--- src/pkg/ces_pkg.sv ---
// constants and types of the can error-status block
package ces_pkg;
    // register addresses (8-bit special function register space)
    localparam logic [15:0] ADDR_TX_ERR_CNT   = 16'hffb5;
    localparam logic [15:0] ADDR_ERR_STATUS   = 16'hffb3;
    localparam logic [15:0] ADDR_RX_ERR_CNT   = 16'hffb6;
    // reset values
    localparam logic [7:0]  RST_ERR_STATUS    = 8'h00;
    localparam logic [7:0]  RST_ERR_CNT       = 8'h00;
    // error status field positions
    localparam int          BIT_BUS_OFF       = 0;
    localparam int          BIT_RX_WARN       = 1;
    localparam int          BIT_TX_WARN       = 2;
    localparam int          BIT_CFG_GRANTED   = 3;
    localparam int          BIT_VALID         = 4;
    localparam int          BIT_WAKE          = 5;
    localparam int          BIT_OVERRUN       = 6;
    // thresholds and counts
    localparam logic [8:0]  BUS_OFF_LIMIT     = 9'h0ff;
    localparam logic [7:0]  WARN_LEVEL        = 8'h60;
    localparam logic [7:0]  IDLE_SEQ_COUNT    = 8'h80;
    localparam logic [3:0]  IDLE_SEQ_BITS     = 4'hb;
    // error counter increments
    localparam logic [3:0]  ERR_INC_TX        = 4'h8;
    localparam logic [3:0]  ERR_INC_RX        = 4'h1;
    localparam logic [3:0]  ERR_INC_RX_DOM    = 4'h8;

    typedef enum logic [2:0] {
        CES_RUN     = 3'b001,
        CES_WAIT    = 3'b010,
        CES_CONFIG  = 3'b100
    } ces_mode_t;
endpackage

--- src/rtl/ces_idle_counter.sv ---
// counter of 128 sequences of 11 recessive bits for bus-off recovery
`timescale 1ns/1ns
module ces_idle_counter
    import ces_pkg::*;
(
    input  wire logic clk,
    input  wire logic rst,
    input  wire logic active,
    input  wire logic bit_tick,
    input  wire logic bus_recessive,
    output logic      done
);
    logic [3:0] bit_q;
    logic [7:0] seq_q;

    always_ff @(posedge clk) begin
        if (rst || !active) begin
            bit_q <= 4'h0;
            seq_q <= 8'h00;
        end else if (bit_tick) begin
            if (!bus_recessive) begin
                bit_q <= 4'h0;
            end else if (bit_q == IDLE_SEQ_BITS - 4'h1) begin
                bit_q <= 4'h0;
                if (seq_q != IDLE_SEQ_COUNT) begin
                    seq_q <= seq_q + 8'h01;
                end
            end else begin
                bit_q <= bit_q + 4'h1;
            end
        end
    end

    assign done = active && (seq_q == IDLE_SEQ_COUNT);
endmodule // ces_idle_counter

--- src/rtl/ces_error_status.sv ---
// error status register and error counters of the can controller
//
// What this block does
// RL1: status reads 00h in reset, 08h after
// RL2: write one clears valid, wake, overrun
// RL3: hardware set wins over cpu clear
// RL4: bus-off set when tx count exceeds 255
// RL5: bus-off cleared by 128x11 recessive or reset
// RL6: interrupt on each bus-off change
// RL7: rx warning at count 96, interrupt on change
// RL8: tx warning at count 96, interrupt on change
// RL9: config grant waits for bus and internal idle
// RL10: config request ignored while bus-off
// RL11: valid set on every error-free frame end
// RL12: config request clears valid and wake
// RL13: wake set on sleep activity or rejection
// RL14: error interrupt held while wake set
// RL15: overrun sets flag and error interrupt
// RL16: clocks at least 16 times bit rate
// RL17: tx overrun keeps transmit request set
// RL18: rx storage overrun raises no receive flags
// RL19: id fetch overrun drops the message
// RL20: tx error counter 8-bit read-only
// RL21: rx error counter 8-bit read-only
// RL22: software uses whole-byte status access only
// RL23: config request does not stop activity
// RL24: protocol reset while bus-off enters config
`timescale 1ns/1ns
module ces_error_status
    import ces_pkg::*;
(
    input  wire logic        clk,
    input  wire logic        rst,
    // cpu byte access
    input  wire logic [15:0] addr,
    input  wire logic        wr_en,
    input  wire logic [7:0]  wr_data,
    output logic [7:0]       rd_data,
    // control register inputs
    input  wire logic        config_request,
    input  wire logic        protocol_machine_reset_bit,
    input  wire logic        sleep_request,
    input  wire logic        sleep_mode,
    // protocol machine events
    input  wire logic        bit_tick,
    input  wire logic        bus_recessive,
    input  wire logic        bus_active,
    input  wire logic        internal_busy,
    input  wire logic        frame_ok,
    input  wire logic        tx_error,
    input  wire logic        tx_success,
    input  wire logic        rx_error,
    input  wire logic        rx_error_dominant,
    input  wire logic        rx_success,
    input  wire logic        rx_active,
    input  wire logic        tx_active,
    // ram access overrun events
    input  wire logic        tx_fetch_overrun,
    input  wire logic        rx_store_overrun,
    input  wire logic        id_fetch_overrun,
    // outputs
    output logic             transmit_request_hold,
    output logic             receive_flags_block,
    output logic             message_drop,
    output logic             protocol_stopped,
    output logic             status_irq,
    output logic             error_irq
);
    logic [8:0] tx_cnt_q;
    logic [7:0] rx_cnt_q;
    logic       bus_off_flag;
    logic       rx_warning_flag;
    logic       tx_warning_flag;
    logic       config_mode_granted;
    logic       valid_q;
    logic       wake_q;
    logic       over_q;
    logic       rx_warn_q;
    logic       tx_warn_q;
    logic       bus_off_q;
    logic       rx_done_q;
    logic       recover_done;
    logic       pm_reset;
    logic       overrun_evt;
    logic       wr_status;
    logic       status_irq_q;
    logic       error_irq_q;
    logic [7:0] status_rd;
    ces_mode_t  mode_q;

    ////////////////////////////////////////////////////////////////////////
    // error counters

    assign pm_reset = protocol_machine_reset_bit && bus_off_q;

    always_ff @(posedge clk) begin
        if (rst || pm_reset || recover_done) begin
            tx_cnt_q <= 9'h000; // RL20
        end else if (!bus_off_q) begin
            if (tx_error) begin
                tx_cnt_q <= tx_cnt_q + {5'h00, ERR_INC_TX}; // RL20
            end else if (tx_success && tx_cnt_q != 9'h000) begin
                tx_cnt_q <= tx_cnt_q - 9'h001; // RL20
            end
        end
    end

    always_ff @(posedge clk) begin
        if (rst || pm_reset || recover_done) begin
            rx_cnt_q <= RST_ERR_CNT; // RL21
        end else if (rx_error || rx_error_dominant) begin
            if (rx_cnt_q < 8'hf7) begin
                rx_cnt_q <= rx_cnt_q + {4'h0, rx_error_dominant ? ERR_INC_RX_DOM : ERR_INC_RX};
            end
        end else if (rx_success && rx_cnt_q != 8'h00) begin
            rx_cnt_q <= (rx_cnt_q > 8'h7f) ? 8'h77 : rx_cnt_q - 8'h01; // RL21
        end
    end

    ////////////////////////////////////////////////////////////////////////
    // bus-off and warning flags

    ces_idle_counter u_idle (
        .clk           (clk),
        .rst           (rst),
        .active        (bus_off_q),
        .bit_tick      (bit_tick),
        .bus_recessive (bus_recessive),
        .done          (recover_done)
    );

    assign bus_off_flag = tx_cnt_q > BUS_OFF_LIMIT; // RL4

    always_ff @(posedge clk) begin
        if (rst) begin
            bus_off_q <= 1'b0;
        end else if (pm_reset || recover_done) begin
            bus_off_q <= 1'b0; // RL5
        end else if (bus_off_flag) begin
            bus_off_q <= 1'b1; // RL4
        end
    end

    assign rx_warning_flag = rx_cnt_q >= WARN_LEVEL;
    assign tx_warning_flag = tx_cnt_q >= {1'b0, WARN_LEVEL};

    always_ff @(posedge clk) begin
        if (rst) begin
            rx_done_q <= 1'b0;
            rx_warn_q <= 1'b0;
            tx_warn_q <= 1'b0;
        end else begin
            rx_done_q <= rx_success || rx_error || rx_error_dominant
                         || pm_reset || recover_done; // RL7
            if (rx_done_q) begin
                rx_warn_q <= rx_warning_flag; // RL7
            end
            tx_warn_q <= tx_warning_flag; // RL8
        end
    end

    ////////////////////////////////////////////////////////////////////////
    // configuration mode grant

    always_ff @(posedge clk) begin
        if (rst) begin
            mode_q <= CES_WAIT;
        end else begin
            case (mode_q)
                CES_RUN: begin
                    if (config_request && !bus_off_q) begin
                        mode_q <= CES_WAIT; // RL23
                    end
                end
                CES_WAIT: begin
                    if (pm_reset) begin
                        mode_q <= CES_CONFIG; // RL24
                    end else if (!config_request) begin
                        mode_q <= CES_RUN;
                    end else if (!bus_off_q && !bus_active && !internal_busy) begin
                        mode_q <= CES_CONFIG; // RL9 RL10
                    end
                end
                CES_CONFIG: begin
                    if (!config_request) begin
                        mode_q <= CES_RUN;
                    end
                end
                default: begin
                    mode_q <= CES_WAIT;
                end
            endcase
            if (pm_reset) begin
                mode_q <= CES_CONFIG; // RL24
            end
        end
    end

    assign config_mode_granted = (mode_q == CES_CONFIG);
    assign protocol_stopped    = config_mode_granted;

    ////////////////////////////////////////////////////////////////////////
    // write-one-to-clear flags

    assign wr_status   = wr_en && (addr == ADDR_ERR_STATUS); // RL22
    assign overrun_evt = tx_fetch_overrun || rx_store_overrun || id_fetch_overrun;

    always_ff @(posedge clk) begin
        if (rst) begin
            valid_q <= 1'b0;
        end else if (frame_ok) begin
            valid_q <= 1'b1; // RL11 RL3
        end else if (config_request || (wr_status && wr_data[BIT_VALID])) begin
            valid_q <= 1'b0; // RL2 RL12
        end
    end

    always_ff @(posedge clk) begin
        if (rst) begin
            wake_q <= 1'b0;
        end else if ((sleep_mode && bus_active)
                     || (sleep_request && (rx_active || tx_active))) begin
            wake_q <= 1'b1; // RL13 RL3
        end else if (config_request || (wr_status && wr_data[BIT_WAKE])) begin
            wake_q <= 1'b0; // RL2 RL12
        end
    end

    always_ff @(posedge clk) begin
        if (rst) begin
            over_q <= 1'b0;
        end else if (overrun_evt) begin
            over_q <= 1'b1; // RL15 RL3
        end else if (wr_status && wr_data[BIT_OVERRUN]) begin
            over_q <= 1'b0; // RL2
        end
    end

    // overrun reactions toward the message handler
    assign transmit_request_hold = tx_fetch_overrun; // RL17
    assign receive_flags_block   = rx_store_overrun; // RL18
    assign message_drop          = id_fetch_overrun; // RL19

    ////////////////////////////////////////////////////////////////////////
    // interrupts

    logic bus_off_d1_q;
    logic rx_warn_d1_q;
    logic tx_warn_d1_q;

    always_ff @(posedge clk) begin
        if (rst) begin
            bus_off_d1_q <= 1'b0;
            rx_warn_d1_q <= 1'b0;
            tx_warn_d1_q <= 1'b0;
            status_irq_q <= 1'b0;
        end else begin
            bus_off_d1_q <= bus_off_q;
            rx_warn_d1_q <= rx_warn_q;
            tx_warn_d1_q <= tx_warn_q;
            status_irq_q <= (bus_off_d1_q != bus_off_q)    // RL6
                         || (rx_warn_d1_q != rx_warn_q)    // RL7
                         || (tx_warn_d1_q != tx_warn_q);   // RL8
        end
    end

    always_ff @(posedge clk) begin
        if (rst) begin
            error_irq_q <= 1'b0;
        end else begin
            error_irq_q <= overrun_evt || wake_q; // RL14 RL15
        end
    end

    assign status_irq = status_irq_q;
    assign error_irq  = error_irq_q || wake_q; // RL14

    ////////////////////////////////////////////////////////////////////////
    // register read

    always_comb begin
        status_rd                  = RST_ERR_STATUS;
        status_rd[BIT_BUS_OFF]     = bus_off_q;
        status_rd[BIT_RX_WARN]     = rx_warn_q;
        status_rd[BIT_TX_WARN]     = tx_warn_q;
        status_rd[BIT_CFG_GRANTED] = config_mode_granted; // RL1
        status_rd[BIT_VALID]       = valid_q;
        status_rd[BIT_WAKE]        = wake_q;
        status_rd[BIT_OVERRUN]     = over_q;
    end

    always_ff @(posedge clk) begin
        if (rst) begin
            rd_data <= RST_ERR_STATUS; // RL1
        end else begin
            case (addr)
                ADDR_ERR_STATUS: rd_data <= status_rd;
                ADDR_TX_ERR_CNT: rd_data <= tx_cnt_q[7:0]; // RL20
                ADDR_RX_ERR_CNT: rd_data <= rx_cnt_q;      // RL21
                default:         rd_data <= 8'h00;
            endcase
        end
    end

    ////////////////////////////////////////////////////////////////////////
    // checks

    chk_status_reset: assert property (@(posedge clk) // RL1
        $fell(rst) |-> (rd_data == 8'h00)) else $error("status not zero in reset");
    chk_w1c_valid: assert property (@(posedge clk) disable iff (rst) // RL2
        wr_status && wr_data[BIT_VALID] && !frame_ok |=> !valid_q)
        else $error("valid not cleared");
    chk_set_wins: assert property (@(posedge clk) disable iff (rst) // RL3
        overrun_evt && wr_status |=> over_q) else $error("clear beat set");
    chk_bus_off_set: assert property (@(posedge clk) disable iff (rst) // RL4
        bus_off_flag && !pm_reset && !recover_done |=> bus_off_q)
        else $error("bus off not set");
    chk_bus_off_irq: assert property (@(posedge clk) disable iff (rst) // RL6
        (bus_off_q != $past(bus_off_q)) |=> status_irq) else $error("no bus off irq");
    chk_cfg_blocked: assert property (@(posedge clk) disable iff (rst) // RL10
        bus_off_q && !pm_reset && !config_mode_granted |=> !config_mode_granted)
        else $error("config granted in bus off");
    chk_pm_reset: assert property (@(posedge clk) disable iff (rst) // RL24
        pm_reset |=> config_mode_granted && !bus_off_q) else $error("reset not config");
    chk_wake_irq: assert property (@(posedge clk) disable iff (rst) // RL14
        wake_q |-> error_irq) else $error("error irq dropped");
endmodule // ces_error_status

--- config.mk ---
export PLATFORM = sky130hd
export DESIGN_NAME = ces_error_status
export DESIGN_NICKNAME = d
export VERILOG_FILES = /design/src/pkg/ces_pkg.sv /design/src/rtl/ces_idle_counter.sv /design/src/rtl/ces_error_status.sv
export SDC_FILE = /design/constraint.sdc
export NUM_CORES = 1
export LEC_CHECK = 0
export BUFFER_PORTS_ARGS = -buffer_cell sky130_fd_sc_hd__buf_2
export CELL_PAD_IN_SITES_DETAIL_PLACEMENT = 1
export CELL_PAD_IN_SITES_GLOBAL_PLACEMENT = 1
export CORE_ASPECT_RATIO = 0.6
export CORE_MARGIN = 5
export CORE_UTILIZATION = 37
export DETAILED_ROUTE_END_ITERATION = 8
export PLACE_DENSITY = 0.73
export RECOVER_POWER = 100
export SETUP_SLACK_MARGIN = 0.2
export SYNTH_ARGS = -nofsm -noshare
export SYNTH_HDL_FRONTEND = slang
export SYNTH_SLANG_ARGS = --single-unit
--- constraint.sdc ---
create_clock -name clk -period 1.6 [get_ports clk]
set_input_delay 0.16 -clock clk [delete_from_list [all_inputs] [get_ports clk]]
set_output_delay 0.16 -clock clk [all_outputs]
set_load 0.005 [all_outputs]
==> impl_metrics.py <==
metrics = {
    "floorplanning": {
        "num_io_pins": 60,
        "die_w_um": 131,
        "row_count": 26,
        "start_util": 0.379,
        "core_area_mm2": 0.00852,
        "die_area_mm2": 0.0108,
        "die_y_um": 82.4,
    },
    "run_status": {
        "status": "complete, but fails checks",
        "violations": "setup timing",
    },
    "sta": {
        "final_hold_viol_count": 0,
        "fin_setup_tns_ns": -3.87,
        "setup-violations-final": 25,
        "max_freq_mhz": 511,
        "tightest_slew_ns": 0.621,
        "skew_ns": 0.00450,
        "relSlewSlack": 0.581,
        "maxSlewViolCount": 0,
        "rsz0062_at_grt": "yes",
        "fin_crit_ns": 1.96,
        "post-route-period-util": 1.22,
        "setup_slack_ns": -0.356,
    },
    "pwr": {
        "total_power_uw": 6700,
        "vdd_drop_max_v": 0.000587,
        "p_leak_uw": 0.00191,
        "powerDensity_mw_per_mm2": 1370,
    },
    "cells_and_area": {
        "register_area_mm2": 0.00107,
        "final_cell_mix": "buf_4, buf_2, dfxtp_1",
        "multi_input_area_mm2": 0.00246,
        "antenna_cells": 0,
        "final_common_cell": "buf_4",
        "nFillCells": 994,
        "drive_above_1_share": 0.438,
        "syn_to_final_growth_pct": 51.1,
        "fin_nets": 582,
    },
    "place": {
        "place_hpwl_um": 9150,
        "dp_slack_ns": -0.206,
        "place_congestion": 0.985,
        "io_buffers": 54,
    },
    "clock_tree": {
        "cts.htree.levels": 2,
        "cts.clk_slew.worst_paths_ns": 0.08,
        "cts.hold.buffers_added": 0,
        "cts_sinks": 52,
        "cts_buffers": 5,
        "cts_buffer_depth": 2,
        "root_buffer": "clkbuf_16",
        "cts_tree": "yes",
        "clock_latency_ns": 0.30,
    },
    "routing": {
        "drc": 0,
        "drt-initial-drc-count": 374,
        "viasPerCell": 6.40,
        "first_pass_iters": 5,
        "postRouteAntennaNets": 0,
        "vias": 4053,
        "drt-wirelength-per-cell_um": 25.9,
        "drt-total-wl_um": 16400,
    },
    "global_routing": {
        "grt_pass1_wl_um": 21300,
        "grt_max_degree": 18,
        "grt_overflow": 0,
        "grt_pass1_vias": 3894,
        "antenna_found_initial": 0,
        "grtUsageTotal": 0.256,
    },
    "yosys": {
        "synth_edf_count": 0,
        "synth_cells": 403,
        "synth.yosys.warnings": 0,
        "synth_fp_nets": 465,
        "synth_area_mm2": 0.00323,
        "ys_ff_latch": 52,
        "post_synth_num_cell_types": 67,
        "syn_area_per_cell_um2": 8.02,
        "async_flop_share": 0,
        "ys.flop_type": "dfxtp_1",
        "yosysSeqAreaShare": 0.322,
    },
    "setup_path": {
        "critPathArrivalTime_ns": 2.13,
        "crit_required_ns": 1.77,
        "critical_path.max_fanout": 5,
        "crit_type": "register to register",
        "cp-end-kind": "register",
        "critPathLaunchType": "register",
    },
    "min_path": {
        "hp-class": "primary input to register",
    },
    "run": {
        "drv_cap": 0,
    },
}
[synthesized netlist by cell type (2+ instances only)]
cell type | n | area, um^2
a22oi_1 | 4 | 30.0
nor4_1 | 7 | 43.8
dfxtp_1 | 52 | 1040
o211ai_1 | 2 | 15.0
nor2b_1 | 6 | 37.5
mux2i_1 | 2 | 20.0
nor4b_1 | 2 | 17.5
o22ai_1 | 4 | 25.0
nand2b_1 | 4 | 25.0
and3b_1 | 3 | 26.3
a31oi_1 | 7 | 43.8
a22o_1 | 7 | 61.3
o21a_1 | 3 | 22.5
nor2_1 | 28 | 105
inv_1 | 23 | 86.3
nand4_1 | 7 | 43.8
o21bai_1 | 3 | 22.5
a221oi_1 | 3 | 26.3
and2_1 | 3 | 18.8
buf_4 | 3 | 22.5
nand3_1 | 26 | 130
or3_1 | 5 | 31.3
nor3b_1 | 4 | 30.0
xnor2_1 | 8 | 70.1
o21ai_0 | 16 | 80.1
and4_1 | 3 | 26.3
a21o_1 | 2 | 15.0
and3_1 | 4 | 25.0
a211oi_1 | 5 | 37.5
o221ai_1 | 3 | 26.3
nor3_1 | 11 | 55.1
clkbuf_1 | 27 | 101
a21oi_1 | 34 | 170
or4_1 | 7 | 52.6
ha_1 | 16 | 200
nand2_1 | 17 | 63.8
nand3b_1 | 3 | 22.5
o31ai_1 | 9 | 67.6
o32ai_1 | 2 | 17.5
[report_power, final]
group,leakage [uW],total (uW),switching [uW],internal (uW)
Combinational,0.00140,3640,2050,1590
Clock,0.0000742,1170,577,589
Sequential,0.000432,1900,349,1550
Total,0.00191,6700,2970,3730
[worst max-delay path: stages, from the launching register on]
cell     delay, ns
dfxtp_1       0.53
nor4_4        0.09
a311o_1       0.41
buf_4         0.16
o21ai_0       0.51
a21oi_4       0.12
[path summary, 6_finish.rpt]
check,startpoint,end,slack [ns],cells after the start
max reg2reg,tx_cnt_q[6]$_SDFFE_PP0P_,tx_cnt_q[6]$_SDFFE_PP0P_,-0.36,5
max,tx_cnt_q[6]$_SDFFE_PP0P_,tx_cnt_q[6]$_SDFFE_PP0P_,-0.36,5
min reg2reg,rx_done_q$_SDFF_PP0_,rx_warn_q$_SDFFE_PP0P_,0.49,1
min,frame_ok,valid_q$_SDFFE_PP0P_,0.12,3
[logic make-up (layout without fill, tap and decap cells)]
logic type | after synthesis | count (layout) | share of synthesized area
XOR/XNOR | 9 | 9 | 0.0244
buffers and inverters | 55 | 173 | 0.0701
flip-flops | 52 | 52 | 0.322
AO/OA/AOI/OAI | 122 | 122 | 0.263
multiplexers | 2 | 2 | 0.00620
adder cells (fa/ha/maj) | 16 | 16 | 0.0620
AND/OR/NAND/NOR | 147 | 147 | 0.253
[through the flow]
step	cells	utilization	cell area, um^2	hold WS, ns
floorplan	403	-	3380	0.289
global placement	616	0.494	4210	0.414
detailed placement	616	0.494	4210	0.443
CTS	631	0.545	4650	0.131
global route	633	0.573	4880	0.133
finish	633	0.573	4880	0.123
[flip-flops by register name (all words and copies together), names as in the netlist, 3 cells and up]
signal	cells
mode_q	3
tx_cnt_q	9
rx_cnt_q	8
u_idle.seq_q	8
rd_data	8
u_idle.bit_q	4
[area by class of cell]
| cell class | count | share of cell area |
|---|---|---|
| clock buffers | 5 | 0.0256 |
| clock inverters | 3 | 0.00461 |
| inverters | 23 | 0.0187 |
| multi-input cells | 296 | 0.504 |
| flip-flops and latches | 52 | 0.220 |
| well taps | 112 | 0.0287 |
| repair buffers | 142 | 0.198 |
[timing repair]
item	4_1_cts	5_1_grt
pin swaps	22	19
resized for setup	52	55
setup buffers	7	2
endpoints found under the setup margin	32	29
cloned	0	0
[metal layers]
layer  wire [um]  global-route usage  vias to the layer above
li1            -                   -                     1745
met1        6760               0.340                     1995
met2        7380               0.417                      255
met3        1760              0.0675                       58
met4         510              0.0595                        0
met5           0                   0                        -
Power figures use the tool's default switching activity.
